## src/rtl/tmt_pkg.sv

```systemverilog
// package for the timer-two control and mode block
// assumes a single 50 MHz clock; shared by every design file except tmt_sync_edge
package tmt_pkg;
  // ==========================================================
  // register map
  localparam logic [7:0] TMT_CTRL_ADDR = 8'hC8; // timer_two_control
  localparam logic [7:0] TMT_MODE_ADDR = 8'hC9; // timer_two_mode
  localparam logic [7:0] TMT_CNT_LO_ADDR = 8'hCC; // counter_low
  localparam logic [7:0] TMT_CNT_HI_ADDR = 8'hCD; // counter_high
  localparam logic [7:0] TMT_CAP_LO_ADDR = 8'hCA; // capture_reload_low
  localparam logic [7:0] TMT_CAP_HI_ADDR = 8'hCB; // capture_reload_high
  // control field positions
  localparam int TMT_B_OVF = 7;
  localparam int TMT_B_EXT = 6;
  localparam int TMT_B_RXS = 5;
  localparam int TMT_B_TXS = 4;
  localparam int TMT_B_EXEN = 3;
  localparam int TMT_B_RUN = 2;
  localparam int TMT_B_SRC = 1;
  localparam int TMT_B_CRS = 0;
  // mode field positions
  localparam int TMT_B_CKOE = 1;
  localparam int TMT_B_UDEN = 0;
  // reset values
  localparam logic [7:0] TMT_CTRL_RST = 8'h00;
  localparam logic [1:0] TMT_MODE_RST = 2'h0;
  localparam logic [15:0] TMT_CNT_RST = 16'h0000;
  localparam logic [15:0] TMT_TOP = 16'hFFFF;
  localparam logic [5:0] TMT_MODE_UNDEF = 6'h00; // reserved bits read
  // ==========================================================
  // timing
  localparam int TMT_CLKOUT_DIV = 2; // clock-out advance divider

  typedef struct packed {
    logic [7:0] addr;
    logic [7:0] wdata;
    logic wr;
    logic rd;
  } tmt_bus_t;

  typedef struct packed {
    logic [7:0] ctrl;
    logic [1:0] mode;
    logic [15:0] cnt;
    logic [15:0] cap;
    logic [7:0] rdata;
    logic phase;
  } tmt_state_t;
endpackage

```

## src/rtl/tmt_sync_edge.sv

```systemverilog
// two-stage synchroniser with falling-edge detect
// assumes asynchronous pin input; one instance per pin
`timescale 1ns/1ps
module tmt_sync_edge (
  input wire logic mclk_i, // system clock
  input wire logic rst_i, // async reset, high
  input wire logic pin_i, // raw pin
  output logic level_o, // synchronised level
  output logic fall_o // one-cycle falling pulse
);
  typedef struct packed {
    logic s1;
    logic s2;
    logic s3;
  } tmt_sync_t;
  tmt_sync_t st_reg, st_next;

  // ==========================================================
  // s1 is read only by s2 to keep metastability contained
  always_comb begin
    st_next = st_reg;
    st_next.s1 = pin_i;
    st_next.s2 = st_reg.s1;
    st_next.s3 = st_reg.s2;
  end

  always_ff @(posedge mclk_i or posedge rst_i) begin
    if (rst_i) begin
      st_reg <= 3'h7;
    end else begin
      st_reg <= st_next;
    end
  end

  assign level_o = st_reg.s2;
  assign fall_o = st_reg.s3 & ~st_reg.s2;
endmodule

```

## src/rtl/tmt_divider.sv

```systemverilog
// enable pulse divider for the clock-out advance rate
// assumes single clock domain
`timescale 1ns/1ps
module tmt_divider (
  input wire logic mclk_i, // system clock
  input wire logic rst_i, // async reset, high
  input wire logic run_i, // divider runs
  output logic tick_o // one-cycle enable
);
  import tmt_pkg::*;
  typedef struct packed {
    logic [3:0] cnt;
  } tmt_div_t;
  tmt_div_t st_reg, st_next;

  // ==========================================================
  // free count, held cleared while stopped so phase is repeatable
  always_comb begin
    st_next = st_reg;
    if (!run_i) begin
      st_next.cnt = 4'h0;
    end else if (st_reg.cnt == 4'(TMT_CLKOUT_DIV - 1)) begin
      st_next.cnt = 4'h0;
    end else begin
      st_next.cnt = st_reg.cnt + 4'h1;
    end
  end

  always_ff @(posedge mclk_i or posedge rst_i) begin
    if (rst_i) begin
      st_reg <= 4'h0;
    end else begin
      st_reg <= st_next;
    end
  end

  assign tick_o = run_i && (st_reg.cnt == 4'(TMT_CLKOUT_DIV - 1));
endmodule

```

## src/rtl/tmt_timer.sv

```systemverilog
// timer-two control and mode block: 16-bit timer with capture/reload
// assumes pins are asynchronous; register port on the same clock
//
// Behaviour
// overflow flag set unless baud clocking
// event flag set on trigger capture/reload
// event flag interrupts except up/down mode
// bit5 selects receive baud clock
// bit4 selects transmit baud clock
// trigger enable gates pin, not baud
// counts only while run bit set
// source: peripheral clock or pin edges
// software keeps source zero for clock-out
// baud clocking forces reload on overflow
// reload mode reloads on overflow, trigger
// capture mode latches counter on trigger
// mode bit1 makes pin clock output
// mode bit0 enables up/down counting
// control resets zero, bit writable
// mode low bits reset zero
// software never sets reserved mode bits
// up count overflows FFFF, loads capture
// down count underflows at capture, loads FFFF
// up/down toggles event flag on wrap
// clock-out half rate, reload, no interrupt
// interrupt is OR of both flags
`timescale 1ns/1ps
module tmt_timer (
  input wire logic mclk_i, // 50 MHz clock
  input wire logic rst_i, // async reset, high
  input wire tmt_pkg::tmt_bus_t bus_i, // register port request
  output logic [7:0] rdata_o, // read data, cycle after read
  input wire logic count_pin_i, // count input pin
  input wire logic ext_trigger_pin_i, // trigger / direction pin
  output logic count_pin_o, // clock-out level
  output logic count_pin_oe_o, // clock-out drive enable
  output logic irq_o, // timer interrupt request
  output logic rx_baud_tick_o, // receive baud clock pulse
  output logic tx_baud_tick_o, // transmit baud clock pulse
  input wire logic timer1_ovf_i // timer 1 overflow pulse
);
  import tmt_pkg::*;

  tmt_state_t st_reg, st_next;
  logic cnt_fall, trg_lvl, trg_fall, half_tick;
  logic ovf_pulse, baud_mode, ckout_mode, updown;
  logic adv, wrap_up, wrap_dn, trig_act;
  logic reload_ovf;

  // ==========================================================
  // pin synchronisers and half-rate enable
  tmt_sync_edge u_cnt_sync (
    .mclk_i(mclk_i),
    .rst_i(rst_i),
    .pin_i(count_pin_i),
    .level_o(),
    .fall_o(cnt_fall)
  );

  tmt_sync_edge u_trg_sync (
    .mclk_i(mclk_i),
    .rst_i(rst_i),
    .pin_i(ext_trigger_pin_i),
    .level_o(trg_lvl),
    .fall_o(trg_fall)
  );

  tmt_divider u_div (
    .mclk_i(mclk_i),
    .rst_i(rst_i),
    .run_i(st_reg.ctrl[TMT_B_RUN]),
    .tick_o(half_tick)
  );

  // ==========================================================
  // mode decode
  function automatic logic wr_hit(input tmt_bus_t b, input logic [7:0] a);
    return b.wr && (b.addr == a);
  endfunction

  assign baud_mode = st_reg.ctrl[TMT_B_RXS] | st_reg.ctrl[TMT_B_TXS];
  assign ckout_mode = st_reg.mode[TMT_B_CKOE];
  assign updown = st_reg.mode[TMT_B_UDEN] && !baud_mode;
  // clock-out advances at half rate; otherwise source select decides
  always_comb begin
    if (!st_reg.ctrl[TMT_B_RUN]) begin
      adv = 1'b0;
    end else if (ckout_mode) begin
      adv = half_tick;
    end else if (st_reg.ctrl[TMT_B_SRC]) begin
      adv = cnt_fall;
    end else begin
      adv = 1'b1;
    end
  end
  // direction pin high counts up in up/down mode
  assign wrap_up = adv && (st_reg.cnt == TMT_TOP) && !(updown && !trg_lvl);
  assign wrap_dn = adv && updown && !trg_lvl && (st_reg.cnt == st_reg.cap);
  assign ovf_pulse = wrap_up | wrap_dn;
  // trigger is ignored while the timer clocks the serial port
  assign trig_act = trg_fall && st_reg.ctrl[TMT_B_EXEN] && !baud_mode && !updown;
  // capture mode alone lets the counter roll to zero; every other mode
  // reloads, so a capture timer keeps its full span between trigger edges
  assign reload_ovf = baud_mode || !st_reg.ctrl[TMT_B_CRS] || updown
    || ckout_mode;

  // ==========================================================
  // next-state: counter, flags, registers, read data
  always_comb begin
    st_next = st_reg;
    st_next.rdata = 8'h00;
    // counting
    if (wrap_up && reload_ovf) begin
      st_next.cnt = st_reg.cap;
    end else if (wrap_up) begin
      st_next.cnt = TMT_CNT_RST;
    end else if (wrap_dn) begin
      st_next.cnt = TMT_TOP;
    end else if (adv) begin
      if (updown && !trg_lvl) begin
        st_next.cnt = st_reg.cnt - 16'h0001;
      end else begin
        st_next.cnt = st_reg.cnt + 16'h0001;
      end
    end
    // trigger edge: capture or reload
    if (trig_act) begin
      if (st_reg.ctrl[TMT_B_CRS]) begin
        st_next.cap = st_reg.cnt;
      end else begin
        st_next.cnt = st_reg.cap;
      end
    end
    // software writes; hardware sets below win over clears
    if (wr_hit(bus_i, TMT_CTRL_ADDR)) begin
      st_next.ctrl = bus_i.wdata;
    end
    if (wr_hit(bus_i, TMT_MODE_ADDR)) begin
      st_next.mode = bus_i.wdata[1:0];
    end
    if (wr_hit(bus_i, TMT_CNT_LO_ADDR)) begin
      st_next.cnt[7:0] = bus_i.wdata;
    end
    if (wr_hit(bus_i, TMT_CNT_HI_ADDR)) begin
      st_next.cnt[15:8] = bus_i.wdata;
    end
    if (wr_hit(bus_i, TMT_CAP_LO_ADDR)) begin
      st_next.cap[7:0] = bus_i.wdata;
    end
    if (wr_hit(bus_i, TMT_CAP_HI_ADDR)) begin
      st_next.cap[15:8] = bus_i.wdata;
    end
    // flags: hardware clears only by the up/down event toggle; set beats a same-cycle write
    if (ovf_pulse && !baud_mode) begin
      st_next.ctrl[TMT_B_OVF] = 1'b1;
    end
    if (updown && ovf_pulse) begin
      st_next.ctrl[TMT_B_EXT] = ~st_reg.ctrl[TMT_B_EXT];
    end else if (trig_act) begin
      st_next.ctrl[TMT_B_EXT] = 1'b1;
    end
    // read mux
    if (bus_i.rd) begin
      unique case (bus_i.addr)
        TMT_CTRL_ADDR: st_next.rdata = st_reg.ctrl;
        TMT_MODE_ADDR: st_next.rdata = {TMT_MODE_UNDEF, st_reg.mode};
        TMT_CNT_LO_ADDR: st_next.rdata = st_reg.cnt[7:0];
        TMT_CNT_HI_ADDR: st_next.rdata = st_reg.cnt[15:8];
        TMT_CAP_LO_ADDR: st_next.rdata = st_reg.cap[7:0];
        TMT_CAP_HI_ADDR: st_next.rdata = st_reg.cap[15:8];
        default: st_next.rdata = 8'h00;
      endcase
    end
    // clock-out toggles on each upward wrap for 50% duty
    if (ckout_mode && wrap_up) begin
      st_next.phase = ~st_reg.phase;
    end
  end

  always_ff @(posedge mclk_i or posedge rst_i) begin
    if (rst_i) begin
      st_reg.ctrl <= TMT_CTRL_RST;
      st_reg.mode <= TMT_MODE_RST;
      st_reg.cnt <= TMT_CNT_RST;
      st_reg.cap <= TMT_CNT_RST;
      st_reg.rdata <= 8'h00;
      st_reg.phase <= 1'b0;
    end else begin
      st_reg <= st_next;
    end
  end

  // ==========================================================
  // outputs
  assign rdata_o = st_reg.rdata;
  assign count_pin_o = st_reg.phase;
  assign count_pin_oe_o = ckout_mode;
  // clock-out alone raises nothing, flag is still software-visible
  assign irq_o = (st_reg.ctrl[TMT_B_OVF] && !ckout_mode)
    || (st_reg.ctrl[TMT_B_EXT] && !st_reg.mode[TMT_B_UDEN]);
  assign rx_baud_tick_o = st_reg.ctrl[TMT_B_RXS] ? wrap_up : timer1_ovf_i;
  assign tx_baud_tick_o = st_reg.ctrl[TMT_B_TXS] ? wrap_up : timer1_ovf_i;

  // ==========================================================
  // checks
  a_ovf_flag_set: assert property (@(posedge mclk_i) disable iff (rst_i)
    (ovf_pulse && !baud_mode) |=> st_reg.ctrl[TMT_B_OVF])
    else $error("overflow flag not set");
  a_ovf_no_baud: assert property (@(posedge mclk_i) disable iff (rst_i)
    (!st_reg.ctrl[TMT_B_OVF] && baud_mode && !bus_i.wr) |=> !st_reg.ctrl[TMT_B_OVF])
    else $error("overflow flag set in baud mode");
  a_ext_flag_set: assert property (@(posedge mclk_i) disable iff (rst_i)
    trig_act |=> st_reg.ctrl[TMT_B_EXT])
    else $error("event flag not set");
  a_ext_no_irq: assert property (@(posedge mclk_i) disable iff (rst_i)
    (st_reg.mode[TMT_B_UDEN] && !st_reg.ctrl[TMT_B_OVF]) |-> !irq_o)
    else $error("irq in up/down mode");
  a_rx_select: assert property (@(posedge mclk_i) disable iff (rst_i)
    (!st_reg.ctrl[TMT_B_RXS]) |-> (rx_baud_tick_o == timer1_ovf_i))
    else $error("receive clock source wrong");
  a_run_stop: assert property (@(posedge mclk_i) disable iff (rst_i)
    (!st_reg.ctrl[TMT_B_RUN] && !trig_act && !bus_i.wr) |=> $stable(st_reg.cnt))
    else $error("counter moved while stopped");
  a_cap_latch: assert property (@(posedge mclk_i) disable iff (rst_i)
    (trig_act && st_reg.ctrl[TMT_B_CRS] && !bus_i.wr) |=> st_reg.cap == $past(st_reg.cnt))
    else $error("capture missed");
  a_up_reload: assert property (@(posedge mclk_i) disable iff (rst_i)
    (wrap_up && reload_ovf && !trig_act && !bus_i.wr) |=> st_reg.cnt == $past(st_reg.cap))
    else $error("reload on overflow missed");
  a_down_load: assert property (@(posedge mclk_i) disable iff (rst_i)
    (wrap_dn && !bus_i.wr) |=> st_reg.cnt == TMT_TOP)
    else $error("underflow load missed");

  // timer 1 overflow passes straight through when not selected
  a_tx_select: assert property (@(posedge mclk_i) disable iff (rst_i)
    (!st_reg.ctrl[TMT_B_TXS]) |-> (tx_baud_tick_o == timer1_ovf_i))
    else $error("transmit clock source wrong");

  // own overflow must reach the receive clock when selected
  a_rx_own: assert property (@(posedge mclk_i) disable iff (rst_i)
    (st_reg.ctrl[TMT_B_RXS] && st_reg.ctrl[TMT_B_RUN] && !st_reg.ctrl[TMT_B_SRC]
      && !ckout_mode && (st_reg.cnt == TMT_TOP)) |-> rx_baud_tick_o)
    else $error("own overflow missing on receive clock");

  // baud clocking reloads whatever the capture bit says
  a_baud_reload: assert property (@(posedge mclk_i) disable iff (rst_i)
    (baud_mode && wrap_up && !bus_i.wr) |=> st_reg.cnt == $past(st_reg.cap))
    else $error("baud overflow did not reload");

  // capture mode keeps the capture pair and rolls the counter over
  a_cap_roll: assert property (@(posedge mclk_i) disable iff (rst_i)
    (wrap_up && !reload_ovf && !trig_act && !bus_i.wr) |=> st_reg.cnt == TMT_CNT_RST)
    else $error("capture mode overflow did not roll over");

  // up/down wraps flip the event flag as a seventeenth count bit
  a_ext_toggle: assert property (@(posedge mclk_i) disable iff (rst_i)
    (updown && ovf_pulse && !bus_i.wr) |=> st_reg.ctrl[TMT_B_EXT] != $past(st_reg.ctrl[TMT_B_EXT]))
    else $error("event flag did not toggle");

  // clock-out overflows stay silent on the interrupt line
  a_ckout_quiet: assert property (@(posedge mclk_i) disable iff (rst_i)
    (ckout_mode && !st_reg.ctrl[TMT_B_EXT]) |-> !irq_o)
    else $error("irq in clock-out mode");

  // clock-out advances never fall on two adjacent cycles
  a_half_rate: assert property (@(posedge mclk_i) disable iff (rst_i)
    (ckout_mode && adv) |=> !(ckout_mode && adv))
    else $error("clock-out advanced at full rate");

  // pin drive follows the mode write one cycle later
  a_oe_mode: assert property (@(posedge mclk_i) disable iff (rst_i)
    wr_hit(bus_i, TMT_MODE_ADDR) |=> count_pin_oe_o == $past(bus_i.wdata[TMT_B_CKOE]))
    else $error("clock-out enable wrong");

  // up/down enable is taken from the written value
  a_updown_write: assert property (@(posedge mclk_i) disable iff (rst_i)
    wr_hit(bus_i, TMT_MODE_ADDR) |=> st_reg.mode[TMT_B_UDEN] == $past(bus_i.wdata[TMT_B_UDEN]))
    else $error("up/down enable wrong");

  // a plain control write lands whole when no hardware set competes
  a_ctrl_write: assert property (@(posedge mclk_i) disable iff (rst_i)
    (wr_hit(bus_i, TMT_CTRL_ADDR) && !ovf_pulse && !trig_act) |=> st_reg.ctrl == $past(bus_i.wdata))
    else $error("control write lost");

  // a masked trigger edge touches neither capture pair nor event flag
  a_trig_masked: assert property (@(posedge mclk_i) disable iff (rst_i)
    (trg_fall && !st_reg.ctrl[TMT_B_EXEN] && !updown && !bus_i.wr)
      |=> ($stable(st_reg.cap) && !$rose(st_reg.ctrl[TMT_B_EXT])))
    else $error("masked trigger acted");

  // reload mode copies the capture pair in on a trigger edge
  a_trig_reload: assert property (@(posedge mclk_i) disable iff (rst_i)
    (trig_act && !st_reg.ctrl[TMT_B_CRS] && !bus_i.wr) |=> st_reg.cnt == $past(st_reg.cap))
    else $error("trigger reload missed");

  // pin source: no pin edge, no advance
  a_count_src: assert property (@(posedge mclk_i) disable iff (rst_i)
    (st_reg.ctrl[TMT_B_RUN] && st_reg.ctrl[TMT_B_SRC] && !ckout_mode && !cnt_fall
      && !trig_act && !bus_i.wr) |=> $stable(st_reg.cnt))
    else $error("counter moved without pin edge");

  // clock source: one step per cycle away from the wrap point
  a_timer_src: assert property (@(posedge mclk_i) disable iff (rst_i)
    (st_reg.ctrl[TMT_B_RUN] && !st_reg.ctrl[TMT_B_SRC] && !ckout_mode && !updown
      && !trig_act && !bus_i.wr && (st_reg.cnt != TMT_TOP))
      |=> st_reg.cnt == $past(st_reg.cnt) + 16'h0001)
    else $error("timer source step missed");
endmodule

```

## config.mk

```make
export PLATFORM = sky130hd
export DESIGN_NAME = tmt_timer
export DESIGN_NICKNAME = d
export VERILOG_FILES = /design/src/rtl/tmt_pkg.sv /design/src/rtl/tmt_sync_edge.sv /design/src/rtl/tmt_divider.sv /design/src/rtl/tmt_timer.sv
export SDC_FILE = /design/constraint.sdc
export NUM_CORES = 1
export LEC_CHECK = 0
export ABC_CLOCK_PERIOD_IN_PS = 5700
export BUFFER_PORTS_ARGS = -buffer_cell sky130_fd_sc_hd__buf_4
export CORE_ASPECT_RATIO = 2
export CORE_MARGIN = 10
export CORE_UTILIZATION = 45
export DETAILED_ROUTE_END_ITERATION = 12
export PLACE_DENSITY = 0.71
export SLEW_MARGIN = 5
export SYNTH_ARGS = -nofsm -noshare
export SYNTH_HDL_FRONTEND = slang
export SYNTH_SLANG_ARGS = --single-unit
```

## constraint.sdc

```tcl
create_clock -name mclk_i -period 5.7 [get_ports mclk_i]
set_clock_uncertainty 0.15 [all_clocks]
set_input_delay 0.57 -clock mclk_i [delete_from_list [all_inputs] [get_ports mclk_i]]
set_output_delay 0.57 -clock mclk_i [all_outputs]
set_load 0.1 [all_outputs]
```

==> flow_metrics.py <==
metrics = {
    "outcome": {
        "status": "finished, final reports clean",
    },
    "final_layout": {
        "max_ffs_per_register": 41,
        "utilization_pct": 52.0,
        "n_antenna_cell": 0,
        "multi_input_comb_area_um2": 2440,
        "most_common_library_cell_in_the_layout_ignoring_fill_and_taps": "sky130_fd_sc_hd__nand2_1",
        "ff_latch_area_um2": 1530,
        "finish.net_count": 525,
        "top_library_cells_by_usage_in_the_layout_fill_and_taps_aside": "57 x sky130_fd_sc_hd__nand2_1, 55 x sky130_fd_sc_hd__dfrtp_1, 45 x sky130_fd_sc_hd__nor2_1, 39 x sky130_fd_sc_hd__buf_4, 38 x sky130_fd_sc_hd__a21oi_1",
        "drive_above_1_share_pct": 18.5,
        "area_added_between_synthesis_and_finish_pct": 12.4,
        "final.fill_count": 870,
    },
    "synthesis": {
        "synthArstFlopShare_pct": 100,
        "mappedNetlistNets": 515,
        "synthesis.area_per_instance_um2": 8.59,
        "synth.yosys.warnings": 0,
        "synth_ff_type": "sky130_fd_sc_hd__dfrtp_1",
        "postSynthCellCount": 489,
        "yosysSeqAreaShare_pct": 36.5,
        "synth_enable_flop_cells": 0,
        "number_of_register_bits_inferred_by_synthesis": 61,
        "synthesis.area_um2": 4200,
        "distinct_cell_type_count_after_synthesis": 65,
    },
    "clock_tree": {
        "cts_setup_buffers": 0,
        "clock_tree.htree_level_count": 3,
        "tritoncts": "done",
        "clockBufferDepth": 2,
        "cts_hold_repair_buffers": 0,
        "cts.sinks": 61,
        "ctsResizeCount": 0,
        "worst_path_clk_slew_ns": 0.06,
        "clock_latency_ns": 0.34,
        "tritoncts.num_buffers": 9,
        "cts_root_buf": "sky130_fd_sc_hd__clkbuf_16",
    },
    "place": {
        "dp_slack_ns": 2.36,
        "place.port_buffers": 35,
        "gp_congestion": 0.966,
        "dp_hpwl_mm": 11.6,
    },
    "grt": {
        "antenna_violations_before_repair": 0,
        "grt_pass1_vias": 4260,
        "grt_max_degree": 62,
        "grt_overflow": 0,
        "grt_pass1_wl_mm": 24.7,
        "grt_use_total_pct": 23.9,
    },
    "timing": {
        "setup_total_negative_slack_ns": 0,
        "timing_max_transition_violations_final": 0,
        "report.final.setup_viol": 0,
        "fmaxAchievable_ghz": 0.272,
        "final-hold-violation-count": 0,
        "fin_ws_ns": 2.03,
        "slew_headroom_pct": 32.6,
        "worst_hold_slack_ns": 0.188,
        "layout_min_cycle_time_ns": 3.67,
        "fin_crit_sh_pct": 64.5,
        "rsz0062_at_grt": "false",
        "tightest_slew_ns": 1.01,
    },
    "setup_path": {
        "worstSetupPathType": "register to primary output",
        "cp_top_family": "simple AND/OR/NAND/NOR gates",
        "cp_cell_sequence": "nand3_1, nor4_1, nand2_1, nor2_2, mux2_2, buf_4",
        "worst-path-buf-inv": 1,
        "crit_fanout": 14,
        "cpPeakStageDelay_ns": 0.78,
        "start_kind": "register",
        "crit_path_end_kind": "primary output",
        "crit_path_top_delay_cell": "sky130_fd_sc_hd__dfrtp_1",
        "arrival_time_worst_endpoint_ns": 2.95,
        "critical_path_required_ns": 4.98,
    },
    "routing": {
        "route.final.wire_length_mm": 15.9,
        "initialDrtViolationCount": 369,
        "routed-via-count": 4076,
        "wire_per_inst_um": 26.3,
        "dr.pass1.iters": 5,
        "drc_errors": 0,
        "route.detailed.vias_per_inst": 6.73,
        "antenna_left": 0,
    },
    "power": {
        "p_leak_nw": 1.92,
        "ir_drop_v": 0.000332,
        "powerDensity_nw_per_um2": 343,
    },
    "floorplan": {
        "die_area_um2": 13800,
        "die_height_um": 157,
        "core_area_um2": 9070,
        "io_pins": 36,
        "die_w_um": 88.3,
        "placementRows": 49,
        "initial_standard_cell_utilization_of_the_core_pct": 46.3,
    },
    "hold_path": {
        "hold_path_class": "primary input to register",
    },
    "job": {
        "drv_cap": 0,
    },
}
[per-stage QoR]
step                      instances  power [W]  cell area [um^2]
final                           606    0.00162              4720
after global routing            606    0.00168              4720
after CTS                       606    0.00161              4720
after detailed placement        590    0.00105              4420
after global placement          590    0.00104              4420
after floorplan                 489   0.000911              4200
[cells by family (layout without fill, tap and decap cells)]
family	after synthesis	in the layout	synth area share, %
compound gates	122	122	18.6
xor+xnor	22	22	4.59
fa+ha+maj	3	3	0.894
buf+inv	47	62	5.39
flops	61	61	36.5
mux	37	37	9.86
simple gates	197	197	24.2
[report_power, final]
group          switching (W)  internal, W
registers           0.000151     0.000486
logic               0.000251     0.000174
clock network       0.000216     0.000340
total               0.000618      0.00100
[final cells by class]
cell class                 instances  area share, %
clock buffer                       9           4.77
tap                              102           2.70
timing repair buffer              39           6.20
inverter                           7          0.557
sequential                        61           32.5
multi-input combinational        381           51.7
clock inverter                     7           1.59
[synthesized netlist by cell type, types with 2 or more instances]
master,n,share of area [%]
sky130_fd_sc_hd__nand4_1,12,1.8
sky130_fd_sc_hd__mux2i_1,20,4.8
sky130_fd_sc_hd__or4_1,3,0.54
sky130_fd_sc_hd__buf_2,10,1.2
sky130_fd_sc_hd__nor3_2,2,0.48
sky130_fd_sc_hd__and4b_1,2,0.48
sky130_fd_sc_hd__and4_1,2,0.42
sky130_fd_sc_hd__mux4_2,2,1.1
sky130_fd_sc_hd__a31oi_1,4,0.60
sky130_fd_sc_hd__inv_1,7,0.63
sky130_fd_sc_hd__or4_4,2,0.54
sky130_fd_sc_hd__nand2b_1,5,0.74
sky130_fd_sc_hd__or3_1,3,0.45
sky130_fd_sc_hd__xnor2_1,17,3.5
sky130_fd_sc_hd__buf_4,8,1.4
sky130_fd_sc_hd__and3_1,7,1.0
sky130_fd_sc_hd__ha_1,3,0.89
sky130_fd_sc_hd__a221o_1,3,0.71
sky130_fd_sc_hd__dfrtp_1,55,33
sky130_fd_sc_hd__buf_1,2,0.18
sky130_fd_sc_hd__nor3_1,13,1.5
sky130_fd_sc_hd__a41oi_1,2,0.42
sky130_fd_sc_hd__nor4b_1,2,0.42
sky130_fd_sc_hd__nor2b_1,3,0.45
sky130_fd_sc_hd__o21ai_1,5,0.60
sky130_fd_sc_hd__or2_2,3,0.45
sky130_fd_sc_hd__a22o_1,8,1.7
sky130_fd_sc_hd__o211ai_1,6,1.1
sky130_fd_sc_hd__a21boi_0,2,0.36
sky130_fd_sc_hd__a21oi_2,2,0.42
sky130_fd_sc_hd__nor4_1,8,1.2
sky130_fd_sc_hd__nand3_1,17,2.0
sky130_fd_sc_hd__nand2_1,57,5.1
sky130_fd_sc_hd__o21a_1,2,0.36
sky130_fd_sc_hd__dfstp_2,6,3.8
sky130_fd_sc_hd__o221ai_1,2,0.42
sky130_fd_sc_hd__o22ai_1,4,0.60
sky130_fd_sc_hd__clkbuf_1,19,1.7
sky130_fd_sc_hd__xor2_1,5,1.0
sky130_fd_sc_hd__a21oi_1,38,4.5
sky130_fd_sc_hd__nand3b_1,2,0.36
sky130_fd_sc_hd__mux2_2,14,3.8
sky130_fd_sc_hd__a22oi_1,11,2.0
sky130_fd_sc_hd__o21ai_0,24,2.9
sky130_fd_sc_hd__nor2_1,45,4.0
[worst register-to-register path, cell delays in order, from the launching register on]
cell and delay, ns:
sky130_fd_sc_hd__dfrtp_1 0.48, sky130_fd_sc_hd__or4b_1 0.83, sky130_fd_sc_hd__xnor2_1 0.25, sky130_fd_sc_hd__ha_1 0.23
sky130_fd_sc_hd__nor2_1 0.27, sky130_fd_sc_hd__nand4_1 0.24, sky130_fd_sc_hd__o32ai_1 0.28, sky130_fd_sc_hd__nand2_1 0.10
sky130_fd_sc_hd__xor2_1 0.14, sky130_fd_sc_hd__a21oi_1 0.08, sky130_fd_sc_hd__a221o_1 0.27
[routing by layer]
metal	part of all wire, %	wire length (um)	GRT usage [%]	vias to the layer above
met4	8.4	1330	18.5	0
li1	-	-	-	1804
met5	0	0	0	-
met2	51	8060	40.5	222
met1	35	5640	25.3	1961
met3	5.6	884	4.16	89
[final timing paths]
check                                           start  cells past startpoint  slack, ns               endpoint
worst max-delay path                       st_reg[33]                      6       2.03         tx_baud_tick_o
worst min-delay path                      count_pin_i                      1       0.19  u_cnt_sync.st_next[1]
worst max register to register             st_reg[48]                     10       2.25             st_reg[35]
worst min register to register  u_trg_sync.st_next[1]                      0       0.21     u_trg_sync.level_o
max in group asynchronous                       rst_i                      3       4.57             st_reg[24]
min in group asynchronous                       rst_i                      3       0.31             st_reg[12]
No activity file was read; power rests on OpenSTA's default activity.
